File: config.mk
export PLATFORM = sky130hd
export DESIGN_NAME = card_host_fifo_irq_flags
export DESIGN_NICKNAME = d
export VERILOG_FILES = /design/src/hdl/queue_access_checker.v /design/src/hdl/card_host_fifo_irq_flags.v
export VERILOG_INCLUDE_DIRS = /design/src /design/src/pkg
export SDC_FILE = /design/constraint.sdc
export NUM_CORES = 1
export LEC_CHECK = 0
export ABC_CLOCK_PERIOD_IN_PS = 2300
export BUFFER_PORTS_ARGS = -buffer_cell sky130_fd_sc_hd__clkbuf_2
export CAP_MARGIN = 20
export CORE_UTILIZATION = 45
export DETAILED_ROUTE_END_ITERATION = 16
export PLACE_DENSITY_LB_ADDON = 0.08
export SYNTH_ARGS = -nofsm -noshare
export SYNTH_HDL_FRONTEND = slang
export SYNTH_SLANG_ARGS = --single-unit
File: constraint.sdc
create_clock -name clock -period 2.3 [get_ports clock]
set_clock_uncertainty 0.05 [all_clocks]
set_input_delay 0.115 -clock clock [delete_from_list [all_inputs] [get_ports clock]]
set_output_delay 0.115 -clock clock [all_outputs]
set_load 0.02 [all_outputs]
File: src/pkg/card_irq_defs.vh
// constants for the card host queue event flag block
`ifndef CARD_IRQ_DEFS_VH
`define CARD_IRQ_DEFS_VH

// register offsets (byte addresses)
`define OFS_SOURCE 12'h000
`define OFS_MASK 12'h004
`define OFS_CLEAR 12'h008
`define OFS_THRESH 12'h038
`define ADDR_W 12

// widths
`define FLAG_N 11
`define MASK_W 19
`define LVL_W 12

// reset values
`define MASK_RST 19'h7FFFF
`define THRESH_RST 12'h000

// threshold register fields
`define THR_RX_LSB 0
`define THR_TX_LSB 16

// flag bit positions
`define FB_BUSY_DONE 10
`define FB_CARD_TX_ERR 9
`define FB_CARD_RX_ERR 8
`define FB_BUS_RX_ERR 7
`define FB_BUS_TX_ERR 6
`define FB_RX_FULL 5
`define FB_RX_THR 4
`define FB_RX_NONEMPTY 3
`define FB_TX_SPACE 2
`define FB_TX_THR 1
`define FB_TX_EMPTY 0

// access size codes
`define SZ_BYTE 2'h0
`define SZ_HALF 2'h1
`define SZ_WORD 2'h2

`endif

File: src/hdl/queue_access_checker.v
// byte pointer tracking and error pulse for one bus side of a queue
`timescale 1ns/1ps
`include "card_irq_defs.vh"

module queue_access_checker
(
    // clock and reset
    input wire clock,
    input wire rst_n,
    // bus side access to the queue
    input wire acc,
    input wire [1:0] size,
    input wire xrun,
    // one-cycle error pulse
    output reg err_r
);

reg [1:0] ptr_r;
reg [1:0] last_size_r;
reg [1:0] step;
wire misalign;

// bytes moved by one access of the given size
always @*
begin
    case (size)
        `SZ_BYTE: step = 2'h1;
        `SZ_HALF: step = 2'h2;
        default: step = 2'h0; // word wraps the pointer back onto itself
    endcase
end

// width change while the pointer sits off byte zero
assign misalign = acc && (size != last_size_r) && (ptr_r != 2'h0);

// pointer kept even across misaligned accesses so later checks stay honest
always @(posedge clock)
begin
    if (!rst_n)
    begin
        ptr_r <= 2'h0;
        last_size_r <= `SZ_WORD;
        err_r <= 1'b0;
    end
    else
    begin
        if (acc)
        begin
            ptr_r <= ptr_r + step;
            last_size_r <= size;
        end
        err_r <= misalign | xrun;
    end
end

endmodule // queue_access_checker

File: src/hdl/card_host_fifo_irq_flags.v
// raw queue and busy event flags with mask, clear and interrupt output
`timescale 1ns/1ps
`include "card_irq_defs.vh"

// Overview of operation
// - set bit 10 when the card leaves its busy condition
// - card side send overrun/misalign sets bit 9, receive underrun/misalign bit 8
// - a width change while the byte pointer is off byte zero is misaligned
// - set bit 5 when the receive queue becomes full
// - set bit 4 when receive byte count rises above the programmed threshold
// - set bit 3 when the receive queue goes from empty to non-empty
// - set bit 2 when the send queue goes from full to having space
// - set bit 1 when send free space rises above the programmed threshold
// - set bit 0 when the send queue becomes empty
// - flags read unmasked from a read-only source register at offset zero
// - per-flag mask, one blocks the interrupt, all mask bits reset to one
// - writing one to a clear register bit clears exactly that flag
module card_host_fifo_irq_flags
(
    // clock and reset
    input wire clock,
    input wire rst_n,
    // register port, APB signalling
    input wire psel,
    input wire penable,
    input wire pwrite,
    input wire [`ADDR_W-1:0] paddr,
    input wire [31:0] pwdata,
    output reg [31:0] prdata_r,
    output reg pready_r,
    output reg pslverr_r,
    // card side status
    input wire card_busy,
    input wire card_tx_overrun,
    input wire card_tx_misalign,
    input wire card_rx_underrun,
    input wire card_rx_misalign,
    // bus side queue accesses
    input wire bus_tx_push,
    input wire [1:0] bus_tx_size,
    input wire bus_tx_overrun,
    input wire bus_rx_pop,
    input wire [1:0] bus_rx_size,
    input wire bus_rx_underrun,
    // queue levels
    input wire rx_full,
    input wire rx_empty,
    input wire [`LVL_W-1:0] rx_level,
    input wire tx_full,
    input wire tx_empty,
    input wire [`LVL_W-1:0] tx_space,
    // interrupt
    output reg irq_r
);

reg [`FLAG_N-1:0] flags_r;
reg [`FLAG_N-1:0] flags_nxt;
reg [`MASK_W-1:0] mask_r;
reg [`LVL_W-1:0] rx_thr_r;
reg [`LVL_W-1:0] tx_thr_r;
reg busy_q_r;
reg rx_full_q_r;
reg rx_empty_q_r;
reg tx_full_q_r;
reg tx_empty_q_r;
reg rx_above_q_r;
reg tx_above_q_r;
reg [`FLAG_N-1:0] set_v;
reg [`FLAG_N-1:0] clr_v;
reg [31:0] rd_data;
reg addr_ok;
wire bus_tx_err;
wire bus_rx_err;
wire rx_above;
wire tx_above;
wire acc_done;
wire wr_done;

// one wait state: pready comes from a flop, so the access ends a cycle later
assign acc_done = psel && penable && pready_r;
assign wr_done = acc_done && pwrite;

// level comparisons against the programmed thresholds
assign rx_above = rx_level > rx_thr_r;
assign tx_above = tx_space > tx_thr_r;

// bus side send queue: pushes from the internal bus
queue_access_checker u_tx_check
(
    .clock(clock),
    .rst_n(rst_n),
    .acc(bus_tx_push),
    .size(bus_tx_size),
    .xrun(bus_tx_overrun),
    .err_r(bus_tx_err)
);

// bus side receive queue: pops from the internal bus
queue_access_checker u_rx_check
(
    .clock(clock),
    .rst_n(rst_n),
    .acc(bus_rx_pop),
    .size(bus_rx_size),
    .xrun(bus_rx_underrun),
    .err_r(bus_rx_err)
);

// event detection: level edges against their previous value; error pulses set their flags directly
always @*
begin
    set_v = {`FLAG_N{1'b0}};
    set_v[`FB_BUSY_DONE] = busy_q_r && !card_busy;
    set_v[`FB_CARD_TX_ERR] = card_tx_overrun | card_tx_misalign;
    set_v[`FB_CARD_RX_ERR] = card_rx_underrun | card_rx_misalign;
    set_v[`FB_BUS_RX_ERR] = bus_rx_err;
    set_v[`FB_BUS_TX_ERR] = bus_tx_err;
    set_v[`FB_RX_FULL] = rx_full && !rx_full_q_r;
    set_v[`FB_RX_THR] = rx_above && !rx_above_q_r;
    set_v[`FB_RX_NONEMPTY] = rx_empty_q_r && !rx_empty;
    set_v[`FB_TX_SPACE] = tx_full_q_r && !tx_full;
    set_v[`FB_TX_THR] = tx_above && !tx_above_q_r;
    set_v[`FB_TX_EMPTY] = tx_empty && !tx_empty_q_r;
end

// clear vector from a completed write to the clear register
always @*
begin
    clr_v = {`FLAG_N{1'b0}};
    if (wr_done && (paddr == `OFS_CLEAR))
    begin
        clr_v = pwdata[`FLAG_N-1:0];
    end
end

// sticky flags: a set in the clearing cycle wins, so no event is lost
always @*
begin
    flags_nxt = (flags_r & ~clr_v) | set_v;
end

// read mux and address decode
always @*
begin
    rd_data = 32'h00000000;
    addr_ok = 1'b1;
    case (paddr)
        `OFS_SOURCE: rd_data[`FLAG_N-1:0] = flags_r;
        `OFS_MASK: rd_data[`MASK_W-1:0] = mask_r;
        `OFS_CLEAR: rd_data = 32'h00000000; // write only, reads zero
        `OFS_THRESH:
        begin
            rd_data[`THR_RX_LSB +: `LVL_W] = rx_thr_r;
            rd_data[`THR_TX_LSB +: `LVL_W] = tx_thr_r;
        end
        default: addr_ok = 1'b0;
    endcase
end

// register port handshake and read data
always @(posedge clock)
begin
    if (!rst_n)
    begin
        pready_r <= 1'b0;
        pslverr_r <= 1'b0;
        prdata_r <= 32'h00000000;
    end
    else
    begin
        pready_r <= psel && penable && !pready_r;
        // writes to the source register are refused as an error
        pslverr_r <= psel && penable && !pready_r
            && (!addr_ok || (pwrite && (paddr == `OFS_SOURCE)));
        if (psel && penable && !pready_r && !pwrite)
        begin
            prdata_r <= rd_data;
        end
    end
end

// software registers: mask and thresholds
always @(posedge clock)
begin
    if (!rst_n)
    begin
        mask_r <= `MASK_RST;
        rx_thr_r <= `THRESH_RST;
        tx_thr_r <= `THRESH_RST;
    end
    else if (wr_done)
    begin
        if (paddr == `OFS_MASK)
        begin
            mask_r <= pwdata[`MASK_W-1:0];
        end
        if (paddr == `OFS_THRESH)
        begin
            rx_thr_r <= pwdata[`THR_RX_LSB +: `LVL_W];
            tx_thr_r <= pwdata[`THR_TX_LSB +: `LVL_W];
        end
    end
end

// history of levels; reset values match an idle, empty pair of queues
always @(posedge clock)
begin
    if (!rst_n)
    begin
        busy_q_r <= 1'b0;
        rx_full_q_r <= 1'b0;
        rx_empty_q_r <= 1'b1;
        tx_full_q_r <= 1'b0;
        tx_empty_q_r <= 1'b1;
        rx_above_q_r <= 1'b0;
        tx_above_q_r <= 1'b0;
    end
    else
    begin
        busy_q_r <= card_busy;
        rx_full_q_r <= rx_full;
        rx_empty_q_r <= rx_empty;
        tx_full_q_r <= tx_full;
        tx_empty_q_r <= tx_empty;
        rx_above_q_r <= rx_above;
        tx_above_q_r <= tx_above;
    end
end

// flags and interrupt; irq follows the stored flags one cycle later
always @(posedge clock)
begin
    if (!rst_n)
    begin
        flags_r <= {`FLAG_N{1'b0}};
        irq_r <= 1'b0;
    end
    else
    begin
        flags_r <= flags_nxt;
        irq_r <= |(flags_r & ~mask_r[`FLAG_N-1:0]);
    end
end

endmodule // card_host_fifo_irq_flags

# Word-level counts from Yosys, hierarchy flattened
# Cells that the tools add are included.
# classes
addsub,2
magnitude_cmp,2
eq_ne,7
mux,9
bitwise_logic,9
reduce_logical,39
# ops
operator,count
11-bit one-hot mux with 3 select lines,1
12-bit greater-than comparator,2
11-bit bitwise AND,2
11-bit inverter,2
1-bit logical AND,19
"12-bit by 3-bit equality test with 1-bit output, second input constant",1
"12-bit by 4-bit equality test with 1-bit output, second input constant",1
"12-bit by 6-bit equality test with 1-bit output, second input constant",1
12-bit logical NOT,1
11-bit 2-to-1 mux,1
11-bit bitwise OR,1
11-bit OR reduction,1
1-bit logical NOT,10
9-bit 2-to-1 mux,1
2-bit one-hot mux with 2 select lines,2
3-bit one-hot mux with 2 select lines,1
2-bit adder,2
"2-bit by 1-bit equality test with 1-bit output, second input constant",2
2-bit logical NOT,2
4-bit 2-to-1 mux,1
2-bit inequality test,2
1-bit bitwise OR,4
2-bit AND reduction,2
2-bit nonzero test,2
other kinds (4),4
# totals
regBits,102
input_bits,90
out_inout_bits,35

# Longest topological paths before layout
# Gate-level depths: netlist of run 1.
# logic_depth
ltp_word,8
depth_mapped,8

# Cells and area by module
# From an unflattened synthesis of run 1, not the netlist that was laid out.
# hier_totals
hier_cells,538
area_unflattened_um2,4739.5
# by_module_without_submodules
mod,n_inst,cells_per_inst,area_each_um2
card_host_fifo_irq_flags,1,486,4236.6
queue_access_checker,2,26,251.5

# Worst setup path after synthesis of run 1
# OpenSTA, ideal clock, no wires.
# synth_path
path_type,flip-flop to flip-flop
from,reg pready_r
to,reg mask_r[3]
setup_ns,0.137
t_arrival_ns,1.628
setup_slack_ns,0.485
stages_incl_launch_ff,7
n_path_buf,1
period_less_slack_ns,1.815
path_cell_list,dfxtp_1 nand4_1 or3_4 or2_2 buf_2 nand2_1 nand3_1
# synth_via
elab_chain_len,3
# synth_rtl
item,line_no,text
start: declaration,card_host_fifo_irq_flags.v:30,"output reg pready_r,"
start signal: assignment,card_host_fifo_irq_flags.v:171,pready_r <= psel && penable && !pready_r;
1-bit logical AND,card_host_fifo_irq_flags.v:80,assign acc_done = psel && penable && pready_r;
1-bit logical AND,card_host_fifo_irq_flags.v:81,assign wr_done = acc_done && pwrite;
2-bit AND reduction (no source line),n/a,
end signal: assignment,card_host_fifo_irq_flags.v:187,mask_r <= `MASK_RST;
end signal: assignment,card_host_fifo_irq_flags.v:195,mask_r <= pwdata[`MASK_W-1:0];
end: declaration,card_host_fifo_irq_flags.v:58,reg [`MASK_W-1:0] mask_r;
# No other way between the ends.
# A chain may end at the register's enable or synchronous reset.

# Worst setup path after layout of run 1
# layout_path
from,reg pready_r
to,reg flags_r[8]
# layout_via
elab_chain_len,7
# layout_rtl
item,line_no,text
1-bit logical AND,card_host_fifo_irq_flags.v:80,
1-bit logical AND,card_host_fifo_irq_flags.v:81,
1-bit logical AND,card_host_fifo_irq_flags.v:130,if (wr_done && (paddr == `OFS_CLEAR))
11-bit 2-to-1 mux,card_host_fifo_irq_flags.v:130,
11-bit inverter,card_host_fifo_irq_flags.v:139,flags_nxt = (flags_r & ~clr_v) | set_v;
11-bit bitwise AND,card_host_fifo_irq_flags.v:139,
11-bit bitwise OR,card_host_fifo_irq_flags.v:139,
end signal: assignment,card_host_fifo_irq_flags.v:235,flags_r <= {`FLAG_N{1'b0}};
end signal: assignment,card_host_fifo_irq_flags.v:240,flags_r <= flags_nxt;
end: declaration,card_host_fifo_irq_flags.v:56,reg [`FLAG_N-1:0] flags_r;
# No other way between the ends.

==> results.md, run 1 <==
* Sequential-to-total area share from yosys stat at 43.64%
* Hold Path Class: input pin to flop
* Flop2flop setup slack at 180 ps
* Number of global-route vias before repair at 4,142
* Tot GR Track Use at 22.70%
* Final wirelength at 12.15 mm
* FF+latch count, synth at 102
* Diode count at 0
* Final-report hold violation count at 0
* Synth Flop Type: dfxtp_1
* DRT Pass-1 Iters at 7
* Flop pwr share at 53.8%
* Routed WL per cell at 14.36 microns
* Max Slew Vio Count at 0
* Bufs on Longest Clock Path at 2
* CTS tree: yes
* Core box area at 9910 sq um
* Port Buf Inserts at 116
* Peak VDD IR at 0.0003881 V
* DRC viols at 0
* Internal power at 2517 uW
* Post-Synthesis Mean Instance Area at 8.462 sq um
* Post-synth top area cell: dfxtp_1
* Yosys warning total at 0
* Number of flops mapped to enable cells by yosys at 0
* Max-cap violations at 0
* CTS Root Cell: clkbuf_8
* DIE WIDTH at 104.0 microns
* Req. time, crit path at 2520 ps
* Crit share post-route at 92.31%
* Comb pwr share at 10.7%
* Crit-path cells: nand4_1 > nor4_2 > buf_4 > a21boi_0 > o31a_1 > dlygate4sd3_1
* Die area at 10,810 sq um
* Worst setup SP type: flop
* Critical path type: flop to flop
* Share of cells above drive strength 1 at 22.02%
* CTS sink cnt at 102
* Sw power at 868.2 uW
* Synth top area share at 43.64%
* Rows at 36
* Pin count of the biggest net entering global routing at 27
* Status: finished, final reports clean
* Unique masters post-synth at 53
* Worst slew margin at 59.35%
* Final-stage net count at 824
* Initial antenna violation count at 0
* Worst path slowest cell: dlygate4sd3_1
* RSZ-0062 raised after global routing: false
* Dpl cells at 785
* Area Overhead vs Synth at 28.82%
* Post-Layout Cell Count at 846
* Max Clock Freq at 471.0 MHz
* Area after DPL at 5365 sq um
* Pwr Density at 561.5 nW/um^2
* Vias at 4,356
* CTS Buf Count at 9
* Setup bufs post-CTS at 0
* CP arrival at 2340 ps
* Final instance area at 6028 sq um
* Clock share of power at 35.5%
* Worst stage delay on the critical path at 540 ps
* Post-Syn Area at 4679 sq um
* Worst hold margin at 12.67 ps
* Switching Share at 25.65%
* Die Y at 104.0 microns
* Final ANT Viol Nets at 0
* Leakage at 0.002603 uW
* I/O Pins at 125
* Min cycle time layout at 2123 ps
* Dpl hpwl at 8.715 mm
* Worst Tran Pin Value at 594.4 ps
* CTS clk-pin slew, worst paths at 110 ps
* Most common cell after layout, fill and taps aside: clkbuf_2
* Clk Latency, worst-skew pair at 370 ps
* First-pass GRT wire length at 19.85 mm
* CP endpoint kind: flop
* Post-synth ARST share at 0%
* Vias per inst at 5.149
* Grt ovf at 0
* Ranking of synthesized cells by area: dfxtp_1, nand2_1, ha_1
* Placer Congestion at 0.8064
* Setup TNS at 0 ps
* Final setup fails at 0
* Initial core utilization at 47.22%
* DR iter-0 viols at 200
* Gate count of the mapped netlist at 553
* H-tree depth at 3
* Critical Path Fanout Max at 11
* Commonest cells after routing, fill and taps aside: clkbuf_2, nand2_1, dfxtp_1
* Final core utilization at 60.83%
## timing repair
item                                   in CTS  in global routing
resized for setup                           0                  1
endpoints found under the hold margin      62                  0
setup endpoints to repair                   0                  2
hold buffers                               45                  0
## per-stage QoR
stage	power (uW)	worst slack (ps)
6_report	3385	176.8
5_1_grt	3519	60.57
4_1_cts	3404	133.6
3_5_place_dp	2162	237.9
3_3_place_gp	2154	290.0
2_1_floorplan	2031	485.4
## layout make-up
cell class	count	area [sq um]
fill	933	3881
timing repair buffer	175	1136
clock buffer	10	127.6
sequential	102	2042
inverter	38	142.6
clock inverter	6	78.83
multi-input combinational	382	2335
tap	133	166.4
## final timing paths
| kind | start | end | cells past startpoint |
|---|---|---|---|
| setup / recovery | pready_r$_SDFF_PN0_ | flags_r[8]$_SDFF_PN0_ | 6 |
| hold / removal | bus_tx_push | u_tx_check.last_size_r[1]$_SDFFE_PN1P_ | 3 |
| setup reg to reg | pready_r$_SDFF_PN0_ | flags_r[8]$_SDFF_PN0_ | 6 |
| hold reg to reg | rx_above_q_r$_SDFF_PN0_ | flags_r[4]$_SDFF_PN0_ | 1 |
## sequential cells by signal (all words and copies together) (netlist names), 2 cells and up
name,cells
u_tx_check.ptr_r,2
u_rx_check.last_size_r,2
mask_r,19
rx_thr_r,12
u_rx_check.ptr_r,2
tx_thr_r,12
prdata_r,28
flags_r,11
u_tx_check.last_size_r,2
## power groups by stage
stage	clock (uW)	combinational, uW	sequential (uW)
floorplan	0	173	1860
global placement	0	294	1860
detailed placement	0	302	1860
CTS	1220	364	1820
global route	1290	403	1820
finish	1200	363	1820
## metal layers
layer | vias to the layer above | share of wire, % | GRT usage, %
li1 | 2203 | - | -
met1 | 2020 | 46 | 29.22
met2 | 127 | 48 | 38.95
met3 | 6 | 5.7 | 4.261
met4 | 0 | 0.70 | 5.816
met5 | - | 0 | 0
## logic make-up after synthesis
logic type | synth area share (%)
other | 0.08014
XOR/XNOR | 1.685
flip-flops | 43.64
buffers and inverters | 6.845
AND/OR/NAND/NOR | 20.08
adder cells (fa/ha/maj) | 6.952
multiplexers | 3.636
AO/OA/AOI/OAI | 17.09
## cell usage after synthesis (all sizes together), types with 3 or more instances
cell type  number
a21oi          44
a22o           11
a22oi          13
a2bb2oi         4
a32oi           4
and2            5
buf            18
clkbuf         16
dfxtp         102
ha             26
inv            38
mux2i          17
nand2         113
nand2b         10
nand3          17
nand4           7
nor2           35
nor2b           3
nor3            6
o211ai          9
o21ai          14
xnor2           7
## worst max-delay path: cells and delay by family, from the launching register on
family                 cells  cell delay, ps
DFF                        1             380
AOI/OAI and AO/OA          2             360
and+or+nand+nor            2             460
buffers and inverters      2             780
No activity file was read; power rests on OpenSTA's default activity.
==> run 2, diff against run 1 <==
- CELL_PAD_IN_SITES_DETAIL_PLACEMENT: default -> 1
- CELL_PAD_IN_SITES_GLOBAL_PLACEMENT: default -> 2
- CORE_UTILIZATION: 45 -> 30
==> run 2 against run 1 <==
  * Cell area grew 2.3%
  * Maximum frequency fell by 2.9%
  * Critical path type is now input pin to flop
  * Cell count increased by 6.1%
  * Die area increased by 49%
  * Critical path depth grew 2
  * Total power increased by 10%
  * Sequential power is essentially flat
  * Flip-flop and latch count unchanged
==> results.md, run 2 (synthesized netlist as in run 1, its figures left out) <==
* Bufs on Longest Clock Path at 2
* Peak VDD IR at 0.0003338 V
* CTS tree: yes
* Share of cells above drive strength 1 at 21.97%
* H-tree depth at 3
* Filler instances at 1,857
* Diode count at 0
* CP endpoint kind: flop
* First-pass GRT wire length at 23.75 mm
* Rows at 45
* Critical path type: input pin to flop
* Final ANT Viol Nets at 0
* Tot GR Track Use at 19.25%
* Setup TNS at 0 ps
* Dpl hpwl at 10.78 mm
* CTS Root Cell: clkbuf_16
* CTS clk-pin slew, worst paths at 60 ps
* Most flop-heavy register: prdata_r
* Max Clock Freq at 457.3 MHz
* Final-stage net count at 823
* DRC viols at 0
* DR iter-0 viols at 151
* Worst Tran Pin Value at 529.0 ps
* Vias at 4,354
* DIE WIDTH at 126.9 microns
* Die area at 16,100 sq um
* Core box area at 15,200 sq um
* Initial antenna violation count at 0
* Port Buf Inserts at 116
* Die Y at 126.9 microns
* Final setup fails at 0
* Pin count of the biggest net entering global routing at 24
* Leakage at 0.002638 uW
* I/O Pins at 125
* Largest register FFs at 28
* Crit share post-route at 95.07%
* Placer Congestion at 0.7927
* Area Overhead vs Synth at 31.76%
* Most common cell after layout, fill and taps aside: clkbuf_2
* Routed WL per cell at 16.18 microns
* Worst setup SP type: input pin
* Status: finished, final reports clean
* Worst slack, placed at 203.0 ps
* CTS sink cnt at 102
* Multi-input gate area at 2335 sq um
* Number of global-route vias before repair at 4,623
* Min cycle time layout at 2187 ps
* CTS Buf Count at 9
* Grt ovf at 0
* Largest regs: prdata_r x28, mask_r x19
* Max-cap violations at 0
* Max Slew Vio Count at 0
* Clk Latency, worst-skew pair at 350 ps
* Worst slew margin at 64.73%
* Req. time, crit path at 2490 ps
* Vias per inst at 4.849
* Commonest cells after routing, fill and taps aside: clkbuf_2, nand2_1, dfxtp_1
* Final wirelength at 14.53 mm
* Hold Path Class: input pin to flop
* Final worst slack at 113.4 ps
* DRT Pass-1 Iters at 4
* Initial core utilization at 30.78%
* CP arrival at 2370 ps
* Critical Path Fanout Max at 7
* Final-report hold violation count at 0
* Pwr Density at 604.7 nW/um^2
* Register area at 2042 sq um
==> run 2: power by group <==
group | total (uW) | internal, uW | switching (uW)
sequential | 1820 | 1800 | 21.1
combinational | 371 | 185 | 186
clock | 1530 | 892 | 642
==> run 2: layout make-up <==
type                       count  share of cell area, %
clock buffer                  13                  4.221
inverter                      38                  2.313
timing repair buffer         174                  18.18
tap                          188                  3.815
multi-input combinational    382                  37.87
sequential                   102                  33.12
clock inverter                 1                 0.4870
==> run 2: repair_timing <==
item | CTS | global route
endpoints found under the setup margin | 0 | 2
buffers inserted | 0 | 1
hold endpoints to repair | 57 | 0
hold buffers | 42 | 0
gates resized for setup | 0 | 1
==> run 2: worst max-delay path: stages <==
cell and delay, ps:
dlygate4sd3_1 520, clkbuf_2 130, nand4_1 130, nor4_2 310
buf_4 210, a21boi_0 140, o31a_1 250, dlygate4sd3_1 560
==> run 2: final timing paths <==
path | depth (start not counted) | endpoint | slack (ps) | startpoint
worst max register to register | 6 | flags_r[8]$_SDFF_PN0_ | 120 | pready_r$_SDFF_PN0_
worst min-delay path | 3 | u_rx_check.last_size_r[1]$_SDFFE_PN1P_ | 2 | bus_rx_size[1]
worst min register to register | 1 | flags_r[4]$_SDFF_PN0_ | 380 | rx_above_q_r$_SDFF_PN0_
worst max-delay path | 8 | flags_r[8]$_SDFF_PN0_ | 110 | penable
==> run 2: metal layers <==
| layer | vias up | global-route usage [%] | routed length, microns |
|---|---|---|---|
| li1 | 2187 | - | - |
| met1 | 2059 | 22.42 | 6347 |
| met2 | 95 | 34.84 | 7217 |
| met3 | 13 | 4.555 | 777 |
| met4 | 0 | 5.672 | 186 |
| met5 | - | 0 | 0 |
==> run 2: stage by stage <==
step	power (uW)	instance area [sq um]	utilization (%)	hold slack (ps)	cells
floorplan	2031	4691	-	161.4	556
global placement	2170	5441	35.79	263.1	841
detailed placement	2180	5441	35.79	260.7	841
CTS	3792	6152	40.47	1.487	897
global route	3909	6166	40.56	10.22	898
finish	3728	6166	40.56	2.093	898
==> run 3, diff against run 2 <==
- PLACE_DENSITY: default -> 0.77
- PLACE_DENSITY_LB_ADDON: 0.08 -> default
- SLEW_MARGIN: default -> 20
==> run 3 against run 2 <==
  * The flow now finishes with violations (hold timing)
  * Non-clock buffer count is 6 lower
  * Hold slack got worse by 13 ps
  * Wire length shrank 0.70%
  * Sequential share of layout area rose by 0.067 points
  * Utilization decreased by 0.082 points
  * Flip-flop and latch count stayed put
  * First-iteration DRC count grew 21%
  * Total power grew 0.54%
  * Cell count is 0.45% lower
  * Combinational power about the same
==> results.md, run 3 (synthesized netlist as in run 1, its figures left out) <==
* Status: complete, but fails checks
* Failing checks: hold timing
* Final-report hold violation count at 1
* Setup TNS at 0 ps
* Die area at 16,100 sq um
* CTS clk-pin slew, worst paths at 70 ps
* Worst path slowest cell: dlygate4sd3_1
* Comb pwr share at 9.8%
* Setup bufs post-CTS at 0
* Crit-path cells: dlygate4sd3_1 > clkbuf_2 > nand4_1 > nor4_2 > buf_4 > a21boi_0 > o31a_1 > dlygate4sd3_1
* H-tree depth at 3
* DR iter-0 viols at 182
* Max-cap violations at 0
* Most frequent CP cell: dlygate4sd3_1
* I/O Pins at 125
* Commonest cells after routing, fill and taps aside: clkbuf_2, nand2_1, dfxtp_1
* Min cycle time layout at 2153 ps
* First-pass GRT wire length at 23.57 mm
* Final-stage net count at 817
* Initial core utilization at 30.78%
* Core box area at 15,200 sq um
* Flop pwr share at 48.6%
* Most common cell after layout, fill and taps aside: clkbuf_2
* Sw power at 862.3 uW
* Max Slew Vio Count at 0
* DRT Pass-1 Iters at 5
* CTS tree: yes
* Diode count at 0
* CP endpoint kind: flop
* Crit share post-route at 93.62%
* Pwr Density at 609.1 nW/um^2
* Critical Path Fanout Max at 11
* CTS Root Cell: clkbuf_16
* Port Buf Inserts at 116
* Hold buffers post-CTS at 39
* Leakage at 0.002618 uW
* Switching Share at 23.01%
* Post-cts gate resize count at 0
* Final setup fails at 0
* DRC viols at 0
* Most flop-heavy register: prdata_r
* Bufs on Longest Clock Path at 2
* Req. time, crit path at 2480 ps
* Routed WL per cell at 16.14 microns
* Worst setup SP type: input pin
* Peak VDD IR at 0.0002797 V
* Final core utilization at 40.48%
* Worst stage delay on the critical path at 550 ps
* Worst Tran Pin Value at 614.4 ps
* Largest register FFs at 28
* CP arrival at 2330 ps
* Critical path type: input pin to flop
* Initial antenna violation count at 0
* Dpl hpwl at 10.64 mm
* Worst hold margin at -10.60 ps
* Number of global-route vias before repair at 4,695
* Vias per inst at 4.935
* Tot GR Track Use at 18.74%
* Clock share of power at 41.6%
* Share of cells above drive strength 1 at 21.81%
* Placer Congestion at 0.7620
* Flop2flop setup slack at 160 ps
* Area Overhead vs Synth at 31.50%
* DIE WIDTH at 126.9 microns
* CTS Buf Count at 9
* Grt ovf at 0
* CTS sink cnt at 102
* Final wirelength at 14.43 mm
* Hold Path Class: input pin to flop
* Die Y at 126.9 microns
* Pin count of the biggest net entering global routing at 41
* Max Clock Freq at 464.4 MHz
* Largest regs: prdata_r x28, mask_r x19
* Worst slew margin at 57.98%
* Internal power at 2886 uW
* Rows at 45
* RSZ-0062 raised after global routing: false
* Clk Latency, worst-skew pair at 340 ps
* Final ANT Viol Nets at 0
* Filler instances at 1,840
* Vias at 4,412
==> run 3: path summary, 6_finish.rpt <==
check,cells past startpoint,startpoint,end
worst min-delay path,2,card_tx_misalign,flags_r[9]$_SDFF_PN0_
worst max-delay path,8,penable,flags_r[8]$_SDFF_PN0_
worst min register to register,1,rx_above_q_r$_SDFF_PN0_,flags_r[4]$_SDFF_PN0_
worst max register to register,6,pready_r$_SDFF_PN0_,flags_r[8]$_SDFF_PN0_
==> run 3: layout make-up <==
class / instances / area [sq um] / area share (%)
Multi-Input combinational cell: 382 / 2335 / 37.94
Sequential cell: 102 / 2042 / 33.18
Timing Repair Buffer: 168 / 1096 / 17.81
Clock buffer: 13 / 260.3 / 4.229
Tap cell: 188 / 235.2 / 3.823
Inverter: 38 / 142.6 / 2.318
Clock inverter: 3 / 42.54 / 0.6913
==> run 3: worst max-delay path, delay by kind of cell <==
| family | cells | cell delay [ps] |
|---|---|---|
| compound gates | 2 | 340 |
| buf+inv | 4 | 1440 |
| simple gates | 2 | 420 |
==> run 3: stage by stage <==
step / instances / total power (uW) / hold WS (ps) / instance area, sq um / worst slack, ps
after floorplan: 556 / 2031 / 161.4 / 4691 / 485.4
after global placement: 838 / 2163 / 271.6 / 5450 / 248.9
after detailed placement: 838 / 2177 / 274.8 / 5450 / 189.0
after CTS: 893 / 3818 / 5.183 / 6143 / 161.1
after global routing: 894 / 3930 / 1.021 / 6153 / 56.94
final: 894 / 3748 / -10.60 / 6153 / 146.7
==> run 3: layer usage <==
metal,wire (microns),track usage [%]
met1,6686,23.43
met2,7056,32.97
met3,472,2.699
met4,211,6.232
met5,0,0
==> run 3: power groups by stage <==
| stage | clock network (uW) | registers [uW] | logic, uW |
|---|---|---|---|
| after floorplan | 0 | 1860 | 173 |
| after global placement | 0 | 1860 | 302 |
| after detailed placement | 0 | 1860 | 316 |
| after CTS | 1630 | 1820 | 370 |
| after global routing | 1690 | 1830 | 411 |
| final | 1560 | 1820 | 368 |
